### src/serial_pkg.sv
// shared constants, types and helpers for the serial line controller
package serial_pkg;

  // register byte addresses, one aligned word each
  localparam logic [11:0] ADDR_DATA = 12'h000; // read: receiver buffer, write: holding
  localparam logic [11:0] ADDR_IEN  = 12'h004;
  localparam logic [11:0] ADDR_IID  = 12'h008;
  localparam logic [11:0] ADDR_LCTL = 12'h00C;
  localparam logic [11:0] ADDR_MCTL = 12'h010;
  localparam logic [11:0] ADDR_LSTA = 12'h014;
  localparam logic [11:0] ADDR_MSTA = 12'h018;
  localparam logic [11:0] ADDR_SCR  = 12'h01C;
  localparam logic [11:0] ADDR_DIV  = 12'h020;

  // reset values
  localparam logic [7:0]  RST_BYTE = 8'h00;
  localparam logic [15:0] RST_DIV  = 16'h0000; // zero divisor holds the generator still

  // interrupt identity codes, bit 0 low means one is pending
  localparam logic [7:0] IID_NONE  = 8'h01;
  localparam logic [7:0] IID_LINE  = 8'h06;
  localparam logic [7:0] IID_RXRDY = 8'h04;
  localparam logic [7:0] IID_THRE  = 8'h02;
  localparam logic [7:0] IID_MODEM = 8'h00;

  // oversampling: sixteen ticks per bit, start bit checked at its middle
  localparam logic [3:0] TICK_LAST = 4'hF;
  localparam logic [3:0] TICK_MID  = 4'h7;

  // line control layout
  typedef struct packed {
    logic       rsvd;
    logic       break_ctl;
    logic       stick;
    logic       even;
    logic       par_en;
    logic       two_stop;
    logic [1:0] wlen;      // 0: five bits .. 3: eight bits
  } lctl_s;

  // modem control layout
  typedef struct packed {
    logic [2:0] rsvd;
    logic       loop;
    logic       out2;
    logic       out1;
    logic       rts;
    logic       dtr;
  } mctl_s;

  // mask of valid data bits for a word length code
  function automatic logic [7:0] data_mask(input logic [1:0] wlen);
    data_mask = 8'hFF >> (2'd3 - wlen);
  endfunction

  // parity bit to send or expect for the given framing
  function automatic logic par_bit(input logic [7:0] data, input lctl_s lc);
    logic x;
    x = ^(data & data_mask(lc.wlen));
    if (lc.stick) begin
      par_bit = ~lc.even;
    end else begin
      par_bit = lc.even ? x : ~x;
    end
  endfunction

endpackage

### src/baud_divider.sv
// transmit rate generator producing a sixteen-times tick
`timescale 1ns/1ps
module baud_divider (
  input  wire logic        pclk,
  input  wire logic        presetn,
  input  wire logic [15:0] divisor,
  output logic             tick,
  output logic             baud_n
);

  logic [15:0] cnt_q;

  // count to divisor minus one; a zero divisor stops the tick
  always_ff @(posedge pclk or negedge presetn) begin
    if (!presetn) begin
      cnt_q  <= 16'h0000;
      baud_n <= 1'b1;
    end else if (divisor == 16'h0000) begin
      cnt_q  <= 16'h0000;
      baud_n <= 1'b1;
    end else if (cnt_q >= divisor - 16'h0001) begin
      cnt_q  <= 16'h0000;
      baud_n <= 1'b0;
    end else begin
      cnt_q  <= cnt_q + 16'h0001;
      baud_n <= 1'b1;
    end
  end

  assign tick = ~baud_n;

endmodule

### src/rx_glitch_filter.sv
// receive line filter that drops short pulses
`timescale 1ns/1ps
module rx_glitch_filter (
  input  wire logic pclk,
  input  wire logic presetn,
  input  wire logic sample_en,
  input  wire logic line_in,
  output logic      line_out
);

  logic [1:0] hist_q;

  // a level must be seen on three consecutive samples, two full periods
  always_ff @(posedge pclk or negedge presetn) begin
    if (!presetn) begin
      hist_q   <= 2'b11;
      line_out <= 1'b1;
    end else if (sample_en) begin
      hist_q <= {hist_q[0], line_in};
      if (hist_q[1] == line_in && hist_q[0] == line_in) begin
        line_out <= line_in;
      end
    end
  end

endmodule

### src/serial_line_ctrl.sv
// asynchronous serial controller with modem control behind an apb slave
//
// The register offsets and the APB slave port were decided locally.
`timescale 1ns/1ps
module serial_line_ctrl (
  input  wire logic        pclk,
  input  wire logic        presetn,
  input  wire logic        psel,
  input  wire logic        penable,
  input  wire logic        pwrite,
  input  wire logic [11:0] paddr,
  input  wire logic [31:0] pwdata,
  output logic [31:0]      prdata,
  output logic             pready,
  output logic             pslverr,
  input  wire logic        master_reset,
  input  wire logic        rclk,
  input  wire logic        serial_rx_line,
  output logic             serial_tx_line,
  output logic             tx_bit_clock_out_n,
  output logic             request_to_send_out_n,
  output logic             terminal_ready_out_n,
  output logic             user_output_one_n,
  output logic             user_output_two_n,
  input  wire logic        carrier_detect_in_n,
  input  wire logic        ring_indicator_in_n,
  input  wire logic        set_ready_in_n,
  input  wire logic        clear_to_send_in_n,
  output logic             irq
);

  typedef enum {TX_IDLE, TX_START, TX_DATA, TX_PAR, TX_STOP} tx_state_e;
  typedef enum {RX_IDLE, RX_START, RX_DATA, RX_PAR, RX_STOP} rx_state_e;

  // ----------------------------------------------------------------
  // register bus decode
  // ----------------------------------------------------------------
  serial_pkg::lctl_s lctl_q;
  serial_pkg::mctl_s mctl_q;
  logic [7:0]        ien_q;
  logic [7:0]        scr_q;
  logic [15:0]       div_q;
  logic [7:0]        thr_q;
  logic              thr_full_q;
  logic [7:0]        rbr_q;
  logic              dr_q, oe_q, pe_q, fe_q, bi_q;
  logic              thre_int_q;
  logic [3:0]        mdelta_q;
  logic [3:0]        mprev_q;
  logic [3:0]        mlevel;
  logic [7:0]        iid;
  logic [31:0]       rd_val;
  logic              mapped;
  logic              acc, wr, rd;
  logic [9:0]        widx;

  assign widx   = paddr[11:2];
  assign mapped = (widx <= serial_pkg::ADDR_DIV[11:2]);
  assign acc    = psel & penable & mapped;
  assign wr     = acc & pwrite;
  assign rd     = acc & ~pwrite;
  assign pready = 1'b1; // every access completes without wait states

  // unmapped words answer with an error in the access phase
  always_comb begin
    pslverr = psel & penable & ~mapped;
  end

  function automatic logic hit(input logic [9:0] idx, input logic [11:0] addr);
    hit = (idx == addr[11:2]);
  endfunction

  // ----------------------------------------------------------------
  // control registers
  // ----------------------------------------------------------------
  // host-written settings; master reset returns all but scratch to defaults
  always_ff @(posedge pclk or negedge presetn) begin
    if (!presetn) begin
      lctl_q <= serial_pkg::RST_BYTE;
      mctl_q <= serial_pkg::RST_BYTE;
      ien_q  <= serial_pkg::RST_BYTE;
      scr_q  <= serial_pkg::RST_BYTE;
      div_q  <= serial_pkg::RST_DIV;
    end else if (master_reset) begin
      lctl_q <= serial_pkg::RST_BYTE;
      mctl_q <= serial_pkg::RST_BYTE;
      ien_q  <= serial_pkg::RST_BYTE;
      div_q  <= serial_pkg::RST_DIV;
    end else if (wr) begin
      if (hit(widx, serial_pkg::ADDR_LCTL)) lctl_q <= {1'b0, pwdata[6:0]};
      if (hit(widx, serial_pkg::ADDR_MCTL)) mctl_q <= {3'b000, pwdata[4:0]};
      if (hit(widx, serial_pkg::ADDR_IEN))  ien_q  <= {4'h0, pwdata[3:0]};
      if (hit(widx, serial_pkg::ADDR_SCR))  scr_q  <= pwdata[7:0];
      if (hit(widx, serial_pkg::ADDR_DIV))  div_q  <= pwdata[15:0];
    end
  end

  // ----------------------------------------------------------------
  // transmit rate and shifter
  // ----------------------------------------------------------------
  logic      tx_tick;
  tx_state_e tx_st_q;
  logic [3:0] tx_cnt_q;
  logic [2:0] tx_bit_q;
  logic [7:0] tx_sh_q;
  logic       tx_raw_q;
  logic       tx_par_q;
  logic       tx_stop2_q;
  logic       thr_load;

  baud_divider u_baud (
    .pclk    (pclk),
    .presetn (presetn),
    .divisor (div_q),
    .tick    (tx_tick),
    .baud_n  (tx_bit_clock_out_n)
  );

  assign thr_load = tx_tick & (tx_st_q == TX_IDLE) & thr_full_q;

  // holding register; a write in the load cycle keeps it full with new data
  always_ff @(posedge pclk or negedge presetn) begin
    if (!presetn) begin
      thr_q      <= serial_pkg::RST_BYTE;
      thr_full_q <= 1'b0;
    end else if (master_reset) begin
      thr_full_q <= 1'b0;
    end else if (wr && hit(widx, serial_pkg::ADDR_DATA)) begin
      thr_q      <= pwdata[7:0];
      thr_full_q <= 1'b1;
    end else if (thr_load) begin
      thr_full_q <= 1'b0;
    end
  end

  // frame sequencer, one bit per sixteen ticks
  always_ff @(posedge pclk or negedge presetn) begin
    if (!presetn) begin
      tx_st_q    <= TX_IDLE;
      tx_cnt_q   <= 4'h0;
      tx_bit_q   <= 3'h0;
      tx_sh_q    <= 8'h00;
      tx_raw_q   <= 1'b1;
      tx_par_q   <= 1'b0;
      tx_stop2_q <= 1'b0;
    end else if (master_reset) begin
      tx_st_q  <= TX_IDLE;
      tx_raw_q <= 1'b1;
    end else if (tx_tick) begin
      tx_cnt_q <= (tx_st_q == TX_IDLE) ? 4'h0 : tx_cnt_q + 4'h1;
      unique case (tx_st_q)
        TX_IDLE: begin
          if (thr_full_q) begin
            tx_sh_q  <= thr_q;
            tx_par_q <= serial_pkg::par_bit(thr_q, lctl_q);
            tx_raw_q <= 1'b0;
            tx_st_q  <= TX_START;
          end
        end
        TX_START: begin
          if (tx_cnt_q == serial_pkg::TICK_LAST) begin
            tx_raw_q <= tx_sh_q[0];
            tx_sh_q  <= tx_sh_q >> 1;
            tx_bit_q <= 3'h0;
            tx_st_q  <= TX_DATA;
          end
        end
        TX_DATA: begin
          if (tx_cnt_q == serial_pkg::TICK_LAST) begin
            if (tx_bit_q == {1'b1, lctl_q.wlen}) begin
              tx_raw_q   <= lctl_q.par_en ? tx_par_q : 1'b1;
              tx_st_q    <= lctl_q.par_en ? TX_PAR : TX_STOP;
              tx_stop2_q <= lctl_q.two_stop;
            end else begin
              tx_raw_q <= tx_sh_q[0];
              tx_sh_q  <= tx_sh_q >> 1;
              tx_bit_q <= tx_bit_q + 3'h1;
            end
          end
        end
        TX_PAR: begin
          if (tx_cnt_q == serial_pkg::TICK_LAST) begin
            tx_raw_q <= 1'b1;
            tx_st_q  <= TX_STOP;
          end
        end
        TX_STOP: begin
          if (tx_cnt_q == serial_pkg::TICK_LAST) begin
            if (tx_stop2_q) begin
              tx_stop2_q <= 1'b0;
            end else begin
              tx_st_q <= TX_IDLE;
            end
          end
        end
      endcase
    end
  end

  // ----------------------------------------------------------------
  // line and modem pins
  // ----------------------------------------------------------------
  // loop-back parks the line at mark and the modem outputs inactive
  always_ff @(posedge pclk or negedge presetn) begin
    if (!presetn) begin
      serial_tx_line        <= 1'b1;
      request_to_send_out_n <= 1'b1;
      terminal_ready_out_n  <= 1'b1;
      user_output_one_n     <= 1'b1;
      user_output_two_n     <= 1'b1;
    end else begin
      serial_tx_line        <= mctl_q.loop | (tx_raw_q & ~lctl_q.break_ctl);
      request_to_send_out_n <= ~mctl_q.rts | mctl_q.loop;
      terminal_ready_out_n  <= ~mctl_q.dtr | mctl_q.loop;
      user_output_one_n     <= ~mctl_q.out1 | mctl_q.loop;
      user_output_two_n     <= ~mctl_q.out2 | mctl_q.loop;
    end
  end

  // ----------------------------------------------------------------
  // receiver
  // ----------------------------------------------------------------
  logic       rclk_q;
  logic       rx_tick;
  logic       rx_filt;
  rx_state_e  rx_st_q;
  logic [3:0] rx_cnt_q;
  logic [2:0] rx_bit_q;
  logic [7:0] rx_sh_q;
  logic       rx_parbit_q;
  logic       rx_done_q;
  logic       rx_stop_q;
  logic [7:0] rx_data;
  logic       rx_pe;

  // sample enable from the rising edge of the supplied sixteen-times clock
  always_ff @(posedge pclk or negedge presetn) begin
    if (!presetn) begin
      rclk_q <= 1'b0;
    end else begin
      rclk_q <= rclk;
    end
  end
  assign rx_tick = rclk & ~rclk_q;

  rx_glitch_filter u_filt (
    .pclk      (pclk),
    .presetn   (presetn),
    .sample_en (rx_tick),
    .line_in   (mctl_q.loop ? tx_raw_q : serial_rx_line),
    .line_out  (rx_filt)
  );

  // start is confirmed mid bit, so later samples fall at bit centres
  always_ff @(posedge pclk or negedge presetn) begin
    if (!presetn) begin
      rx_st_q     <= RX_IDLE;
      rx_cnt_q    <= 4'h0;
      rx_bit_q    <= 3'h0;
      rx_sh_q     <= 8'h00;
      rx_parbit_q <= 1'b0;
      rx_done_q   <= 1'b0;
      rx_stop_q   <= 1'b1;
    end else if (master_reset) begin
      rx_st_q   <= RX_IDLE;
      rx_done_q <= 1'b0;
    end else begin
      rx_done_q <= 1'b0;
      if (rx_tick) begin
        rx_cnt_q <= rx_cnt_q + 4'h1;
        unique case (rx_st_q)
          RX_IDLE: begin
            rx_cnt_q <= 4'h0;
            if (!rx_filt) rx_st_q <= RX_START;
          end
          RX_START: begin
            if (rx_cnt_q == serial_pkg::TICK_MID) begin
              rx_cnt_q <= 4'h0;
              rx_bit_q <= 3'h0;
              rx_sh_q  <= 8'h00;
              rx_st_q  <= rx_filt ? RX_IDLE : RX_DATA;
            end
          end
          RX_DATA: begin
            if (rx_cnt_q == serial_pkg::TICK_LAST) begin
              rx_sh_q[rx_bit_q] <= rx_filt;
              rx_bit_q          <= rx_bit_q + 3'h1;
              if (rx_bit_q == {1'b1, lctl_q.wlen}) begin
                rx_st_q <= lctl_q.par_en ? RX_PAR : RX_STOP;
              end
            end
          end
          RX_PAR: begin
            if (rx_cnt_q == serial_pkg::TICK_LAST) begin
              rx_parbit_q <= rx_filt;
              rx_st_q     <= RX_STOP;
            end
          end
          RX_STOP: begin
            if (rx_cnt_q == serial_pkg::TICK_LAST) begin
              rx_stop_q <= rx_filt;
              rx_done_q <= 1'b1;
              rx_st_q   <= RX_IDLE;
            end
          end
        endcase
      end
    end
  end

  assign rx_data = rx_sh_q & serial_pkg::data_mask(lctl_q.wlen);
  assign rx_pe   = lctl_q.par_en & (rx_parbit_q != serial_pkg::par_bit(rx_data, lctl_q));

  // ----------------------------------------------------------------
  // line status; new events win over a clearing read
  // ----------------------------------------------------------------
  always_ff @(posedge pclk or negedge presetn) begin
    if (!presetn) begin
      rbr_q <= serial_pkg::RST_BYTE;
      dr_q  <= 1'b0;
      oe_q  <= 1'b0;
      pe_q  <= 1'b0;
      fe_q  <= 1'b0;
      bi_q  <= 1'b0;
    end else if (master_reset) begin
      dr_q <= 1'b0;
      oe_q <= 1'b0;
      pe_q <= 1'b0;
      fe_q <= 1'b0;
      bi_q <= 1'b0;
    end else begin
      if (rd && hit(widx, serial_pkg::ADDR_DATA)) dr_q <= 1'b0;
      if (rd && hit(widx, serial_pkg::ADDR_LSTA)) begin
        oe_q <= 1'b0;
        pe_q <= 1'b0;
        fe_q <= 1'b0;
        bi_q <= 1'b0;
      end
      if (rx_done_q) begin
        rbr_q <= rx_data;
        dr_q  <= 1'b1;
        if (dr_q) oe_q <= 1'b1;
        if (rx_pe) pe_q <= 1'b1;
        if (!rx_stop_q) fe_q <= 1'b1;
        if (!rx_stop_q && rx_sh_q == 8'h00 && !rx_parbit_q) bi_q <= 1'b1;
      end
    end
  end

  // empty-holding event; cleared by a data write or by reading its identity
  always_ff @(posedge pclk or negedge presetn) begin
    if (!presetn) begin
      thre_int_q <= 1'b0;
    end else if (master_reset) begin
      thre_int_q <= 1'b0;
    end else if (thr_load) begin
      thre_int_q <= 1'b1;
    end else if (wr && hit(widx, serial_pkg::ADDR_DATA)) begin
      thre_int_q <= 1'b0;
    end else if (rd && hit(widx, serial_pkg::ADDR_IID) && iid == serial_pkg::IID_THRE) begin
      thre_int_q <= 1'b0;
    end
  end

  // ----------------------------------------------------------------
  // modem status
  // ----------------------------------------------------------------
  // order of levels: carrier, ring, set-ready, clear-to-send
  assign mlevel = mctl_q.loop ? {mctl_q.out2, mctl_q.out1, mctl_q.dtr, mctl_q.rts}
                              : ~{carrier_detect_in_n, ring_indicator_in_n,
                                  set_ready_in_n, clear_to_send_in_n};

  // change flags: delta carrier, ring trailing edge, delta ready, delta cts
  always_ff @(posedge pclk or negedge presetn) begin
    if (!presetn) begin
      mprev_q  <= 4'h0;
      mdelta_q <= 4'h0;
    end else begin
      mprev_q <= mlevel;
      if (rd && hit(widx, serial_pkg::ADDR_MSTA)) mdelta_q <= 4'h0;
      if (mlevel[3] != mprev_q[3]) mdelta_q[3] <= 1'b1;
      if (mprev_q[2] && !mlevel[2]) mdelta_q[2] <= 1'b1;
      if (mlevel[1] != mprev_q[1]) mdelta_q[1] <= 1'b1;
      if (mlevel[0] != mprev_q[0]) mdelta_q[0] <= 1'b1;
    end
  end

  // ----------------------------------------------------------------
  // interrupt identity and request
  // ----------------------------------------------------------------
  always_comb begin
    if (ien_q[2] && (oe_q | pe_q | fe_q | bi_q)) begin
      iid = serial_pkg::IID_LINE;
    end else if (ien_q[0] && dr_q) begin
      iid = serial_pkg::IID_RXRDY;
    end else if (ien_q[1] && thre_int_q) begin
      iid = serial_pkg::IID_THRE;
    end else if (ien_q[3] && (|mdelta_q)) begin
      iid = serial_pkg::IID_MODEM;
    end else begin
      iid = serial_pkg::IID_NONE;
    end
  end

  // any of ten events funnels into one registered request
  always_ff @(posedge pclk or negedge presetn) begin
    if (!presetn) begin
      irq <= 1'b0;
    end else begin
      irq <= ~iid[0];
    end
  end

  // ----------------------------------------------------------------
  // read data, captured in the setup cycle
  // ----------------------------------------------------------------
  always_comb begin
    rd_val = 32'h0000_0000;
    unique case (1'b1)
      hit(widx, serial_pkg::ADDR_DATA): rd_val[7:0]  = rbr_q;
      hit(widx, serial_pkg::ADDR_IEN):  rd_val[7:0]  = ien_q;
      hit(widx, serial_pkg::ADDR_IID):  rd_val[7:0]  = iid;
      hit(widx, serial_pkg::ADDR_LCTL): rd_val[7:0]  = lctl_q;
      hit(widx, serial_pkg::ADDR_MCTL): rd_val[7:0]  = mctl_q;
      hit(widx, serial_pkg::ADDR_LSTA): rd_val[7:0]  = {1'b0,
          (tx_st_q == TX_IDLE) & ~thr_full_q, ~thr_full_q, bi_q, fe_q, pe_q, oe_q, dr_q};
      hit(widx, serial_pkg::ADDR_MSTA): rd_val[7:0]  = {mlevel, mdelta_q};
      hit(widx, serial_pkg::ADDR_SCR):  rd_val[7:0]  = scr_q;
      hit(widx, serial_pkg::ADDR_DIV):  rd_val[15:0] = div_q;
      default:                          rd_val       = 32'h0000_0000;
    endcase
  end

  // status is frozen at setup, so the clearing access returns what it clears
  always_ff @(posedge pclk or negedge presetn) begin
    if (!presetn) begin
      prdata <= 32'h0000_0000;
    end else if (psel && !penable && !pwrite) begin
      prdata <= rd_val;
    end
  end

endmodule

### config.mk
export PLATFORM = sky130hd
export DESIGN_NAME = serial_line_ctrl
export DESIGN_NICKNAME = d
export VERILOG_FILES = /design/src/serial_pkg.sv /design/src/baud_divider.sv /design/src/rx_glitch_filter.sv /design/src/serial_line_ctrl.sv
export SDC_FILE = /design/constraint.sdc
export NUM_CORES = 1
export LEC_CHECK = 0
export ABC_AREA = 1
export BUFFER_PORTS_ARGS = -buffer_cell sky130_fd_sc_hd__buf_2
export CELL_PAD_IN_SITES_DETAIL_PLACEMENT = 1
export CELL_PAD_IN_SITES_GLOBAL_PLACEMENT = 1
export CORE_MARGIN = 8
export CORE_UTILIZATION = 45
export CTS_BUF_LIST = sky130_fd_sc_hd__clkbuf_16
export CTS_CLUSTER_SIZE = 10
export DETAILED_ROUTE_END_ITERATION = 8
export HOLD_SLACK_MARGIN = 0.15
export PLACE_DENSITY = 0.84
export SLEW_MARGIN = 10
export SYNTH_ARGS = -nofsm -noshare
export SYNTH_HDL_FRONTEND = slang
export SYNTH_SLANG_ARGS = --single-unit
export TNS_END_PERCENT = 5
### constraint.sdc
create_clock -name pclk -period 6.7 [get_ports pclk]
set_clock_uncertainty 0.15 [all_clocks]
set_input_delay 1.005 -clock pclk [delete_from_list [all_inputs] [get_ports pclk]]
set_output_delay 1.005 -clock pclk [all_outputs]
set_load 0.01 [all_outputs]
# Word level (Yosys, flattened, before mapping)
# Index checks and enable logic that the tools add are counted.
# word_totals
regBits,222
inputBits,56
out_inout_bits,41
word_cells,343
# classes
n_addsub,7
n_lt_le_gt_ge,4
eq_ne,50
n_shift,1
n_mux,118
n_bitwise,38
reduce_logical,69
# op_table
op,count
2-to-1 mux 32 bit,17
one-hot mux 32 bit (5 select lines),2
"equality test 32 x 2 -> 1 bit, second input constant",4
2-to-1 mux 8 bit,16
zero test 32 bit,3
2-to-1 mux 16 bit,5
one-hot mux 8 bit (9 select lines),1
"equality test 32 x 1 -> 1 bit, second input constant",2
"equality test 32 x 3 -> 1 bit, second input constant",2
2-to-1 mux 1 bit,54
"equality test 10 x 3 -> 1 bit, second input constant",4
"!= test 3 bit, second input constant",13
nonzero test 2 bit,13
AND 8 bit,3
2-to-1 mux 3 bit,8
one-hot mux 8 bit (3 select lines),1
"equality test 10 x 2 -> 1 bit, second input constant",2
"!= test 2 bit, second input constant",9
AND reduction 2 bit,9
AND reduction 6 bit,3
logical AND 1 bit,17
"adder 16 x 1 -> 16 bit, second input constant",1
>= comparator 16 bit,1
zero test 16 bit,1
other kinds (42),96

# Depth between registers and ports, before layout
# depth
depth_word,13
ltp_mapped,19
ltp_nobuf,18

# Cells and area by module
# Synthesis repeated with hierarchy kept, for this count alone.
# unflattened
hier_cells,1119
area_unflattened_um2,8827.2
# by_module_without_submodules
mod,n_inst,cells_each,area_each_um2,seq_area_each_um2
serial_line_ctrl,1,882,7033.0,3412.0
baud_divider,1,222,1662.8,426.7
rx_glitch_filter,1,15,131.4,78.8

# Worst setup path before layout
# No wires, ideal clock.
# synth_path
path_type,register -> register
startpoint,reg div_q[2]
endpoint,reg u_baud.cnt_q[10]
setup_time_ns,0.134
t_arrival_ns,2.656
t_required_ns,6.416
slack_ns,3.760
stages_incl_launch_ff,18
path_buffers,1
synth_period_minus_slack_ns,2.940
cell_sequence,dfrtp_1 -> nor2_1 -> nand2_1 -> nor3_1 -> nand3_1 -> nor2_1 -> nand3_1 -> xor2_1 -> inv_1 -> ha_1 -> nand2_1 -> inv_1 -> nand3_1 -> nor3_1 -> nand2_1 -> nand3_1 -> clkbuf_1 -> nor3_1
# synth_via
elab_chain_cells,4
word_cells_on_any_way,5
cone_classes,1 x add/sub; 1 x order compare; 2 x mux; 1 x reduce/logical
# synth_rtl
element,line_no,text
start: declaration,serial_line_ctrl.sv:42,logic [15:0] div_q;
start signal: assignment,serial_line_ctrl.sv:83,div_q <= serial_pkg::RST_DIV;
start signal: assignment,serial_line_ctrl.sv:88,div_q <= serial_pkg::RST_DIV;
start signal: assignment,serial_line_ctrl.sv:94,"if (hit(widx, serial_pkg::ADDR_DIV)) div_q <= pwdata[15:0];"
subtractor 16 x 1 -> 16 bit,baud_divider.sv:21,end else if (cnt_q >= divisor - 16'h0001) begin
>= comparator 16 bit,baud_divider.sv:21,
2-to-1 mux 16 bit,baud_divider.sv:21,
2-to-1 mux 16 bit (*),baud_divider.sv:18,end else if (divisor == 16'h0000) begin
end signal: assignment,baud_divider.sv:25,cnt_q <= cnt_q + 16'h0001;
end: declaration,baud_divider.sv:11,logic [15:0] cnt_q;
# Every way passes the cells marked *; elsewhere a longest branch is shown, timed or not.
# A chain may end at the register's enable or synchronous reset.

# Worst setup path after layout
# layout_path
startpoint,reg div_q[2]
endpoint,reg u_baud.cnt_q[5]
# The elaborated chain is that of the path after synthesis.

==> impl_metrics.yaml <==
outcome:
  outcome: "complete, no violations"
floorplan:
  core_area_mm2: 0.0187
  pin_count: 97
  core.rowCount: 50
  dieArea_mm2: 0.0238
  initial_core_util_pct: 45.9
  dieHeight_um: 154
  fp.dieW_um: 154
hold_path:
  hold_class: "register to register"
  worstHoldEndpoint: "prdata[5]"
  hp-start: "prdata[5]"
  hold_depth: 2
clock_tree:
  tritoncts: "built"
  clock_path_buffers: 2
  clock-root-buffer: "clkbuf_16"
  clkTransAtPathRegs_ns: 0.07
  cts_resized: 0
  holdBufCountCts: 0
  post_cts_buffers: 0
  cts.sinks: 156
  cts_buffers: 17
  h-tree-depth: 4
  clock_latency_ns: 0.44
drt:
  drc_errors: 0
  wl_per_cell_um: 17.9
  wirelength_mm: 25.1
  drtPass1Iterations: 5
  drtIter0Drc: 481
  routed-via-count: 7683
  ant_nets: 0
  vias_per_cell: 5.47
synth:
  synth_compound_area_share_pct: 12.8
  muxShareOfSynthArea_pct: 0.233
  yosysUniqueCellTypes: 43
  yosys.area_share.adder_pct: 3.50
  synthArstFlopShare_pct: 100
  synth-seq-cells: 156
  synth_top_area_share_pct: 42.2
  synth_top_cells_by_count: "nand2_1, dfrtp_1, inv_1, o21ai_0, nand3_1"
  yosysSeqAreaShare_pct: 45.6
  synth_top_family_by_area: "simple AND/OR/NAND/NOR gates"
  synth_edf_count: 0
  ys_top_cells_by_area: "dfrtp_1, nand2_1, o21ai_0, inv_1, nand3_1"
  syn_area_mm2: 0.00859
  yosys.area.top_type: "dfrtp_1"
  ys.flop_type: "dfrtp_1"
  synthCells: 1101
  synth_xor_area_share_pct: 3.67
  yosys_warnings: 0
  yosysMostFrequentCell: "nand2_1"
  synth-simple-area-share_pct: 25.0
  syn_area_per_cell_um2: 7.80
power_and_ir_drop:
  swShare_pct: 31.3
  sequentialPowerShare_pct: 42.8
  total_power_w: 0.00262
  p_per_area_mw_per_mm2: 273
  p_sw_w: 0.000821
  p_leak_nw: 4.73
  intPower_w: 0.00180
  combPwrFrac_pct: 19.1
  power_frac_clock_pct: 38.1
  peakVddDrop_v: 0.000190
critical_path:
  cp.arrival_ns: 3.99
  r2r-end: "u_baud.cnt_q[5]"
  r2r_start: "div_q[2]"
  r2r_cells: 14
  crit_fanout: 17
  path_class: "register to register"
  cp.required_ns: 6.88
  r2r_slack_ns: 2.88
  start_kind: "register"
  cp-end-kind: "register"
grt:
  grt-busiest-layer: "met2"
  grt_max_degree: 90
  grt_pass1_vias: 8000
  antenna_found_initial: 0
  met2_usage_pct: 36.8
  track_usage_pct: 21.7
  grtUsageMet3_pct: 4.26
  grt-ovfl-total: 0
  gr-usage-met1_pct: 27.0
  grt_first_pass_wirelength_mm: 41.2
timing:
  timing_hold_violations_final: 0
  setup_tns_ns: 0
  finalMaxSlewViolations: 0
  layout_setup_ws_ns: 2.88
  period_needed_ns: 3.82
  setup_viol_count_final: 0
  max_freq_mhz: 262
  rsz0062_at_grt: "no"
  slew-limit-headroom_pct: 37.8
  min_period_over_period_pct: 57.0
  worst_pin_slew_ns: 0.926
finish:
  fill_cells: 2385
  finalNetCount: 1237
  drive_above_1_share_pct: 10.6
  insertedDiodeCount: 0
  area_growth_pct: 12.0
flow_run:
  maxCapViolCount: 0
placed_design:
  pre_cts_slack_ns: 2.96
  dp_hpwl_mm: 18.0
  place.port_buffers: 61
  place_congestion: 0.873
==> layout by cell type, fill, tap and decap left out, drive strengths merged <==
cell type and count:
nor3b 3, a21o 3, o221ai 1, a31oi 1
o31ai 10, o2111ai 1, nor4 6, xor2 27
o21ai 123, inv 144, o211ai 3, ha 24
conb 17, a22o 1, clkinv 11, xnor2 9
nand4 16, o22ai 7, nand3 72, nand3b 5
or2 2, nand2 282, or3 1, nor3 34
dfstp 11, bufinv 3, mux2i 2, buf 62
clkbuf 17, o21a 6, dfrtp 145, nor2 72
a21oi 47, clkinvlp 1, a22oi 1
==> stage by stage <==
stage	util (%)	area [um2]	instances	hold slack (ns)
finish	51.4	9620	1404	0.326
detailed placement	48.2	9020	1372	0.312
global route	51.4	9620	1404	0.342
floorplan	-	8650	1116	0.269
global placement	48.2	9020	1372	0.306
CTS	51.4	9620	1404	0.330
==> power by group through the flow <==
stage          Sequential (W)  Combinational, W  Clock [W]
4_1_cts               0.00112          0.000506    0.00101
2_1_floorplan         0.00111          0.000372          0
6_report              0.00112          0.000500   0.000999
3_5_place_dp          0.00114          0.000494          0
5_1_grt               0.00114          0.000573    0.00105
3_3_place_gp          0.00113          0.000467          0
==> worst max-delay path: stages (launching register included) <==
cell     delay, ns
dfrtp_1       0.46
nor2_1        0.18
nand2_1       0.09
nor3_1        0.40
nand3_1       0.24
nor2_1        0.22
nand3_1       0.11
xor2_1        0.14
inv_1         0.05
ha_1          0.28
a21oi_1       0.15
o21ai_0       0.12
a21oi_1       0.15
nand3_1       0.53
nor3_1        0.42
==> kinds of logic (layout without fill, tap and decap cells) <==
kind of cell	after synthesis	in the layout
simple gates	493	493
compound gates	204	204
buf+inv	184	238
flops	156	156
xor+xnor	36	36
fa+ha+maj	24	24
other cells	2	17
mux	2	2
==> flip-flops by register name, summed over array words and instances (netlist names), 2 cells and up <==
signal and flops:
rx_sh_q 8, div_q 16, tx_cnt_q 4, tx_bit_q 3
lctl_q 7, scr_q 8, rbr_q 8, mctl_q 5
u_baud.cnt_q 16, rx_cnt_q 4, rx_bit_q 3, tx_sh_q 8
u_filt.hist_q 2, ien_q 4, mprev_q 4, rx_st_q 3
thr_q 8, tx_st_q 3, mdelta_q 4, prdata 16
==> cell type report <==
class | count | area (um2) | area share (%)
inverter | 144 | 541 | 5.62
timing repair buffer | 62 | 319 | 3.32
multi-input combinational | 776 | 3950 | 41.1
tap | 234 | 293 | 3.04
clock inverter | 15 | 171 | 1.78
clock buffer | 17 | 425 | 4.42
sequential | 156 | 3920 | 40.7
==> per-layer routing <==
metal,up-vias,routed length [um],part of all wire (%)
li1,3679,-,-
met1,3803,11100,44
met2,162,12400,49
met3,39,1040,4.1
met4,0,556,2.2
met5,-,0,0
==> how the worst max path moves through the flow <==
stage / end / depth (start not counted) / startpoint / slack (ns)
floorplan: u_baud.cnt_q[10] / 17 / div_q[2] / 3.76
global placement: u_baud.cnt_q[0] / 16 / div_q[2] / 3.20
detailed placement: u_baud.cnt_q[5] / 14 / div_q[2] / 2.96
CTS: u_baud.cnt_q[5] / 14 / div_q[2] / 2.85
global route: u_baud.cnt_q[5] / 16 / div_q[2] / 2.50
finish: u_baud.cnt_q[5] / 14 / div_q[2] / 2.88
No activity file was read; power rests on OpenSTA's default activity.
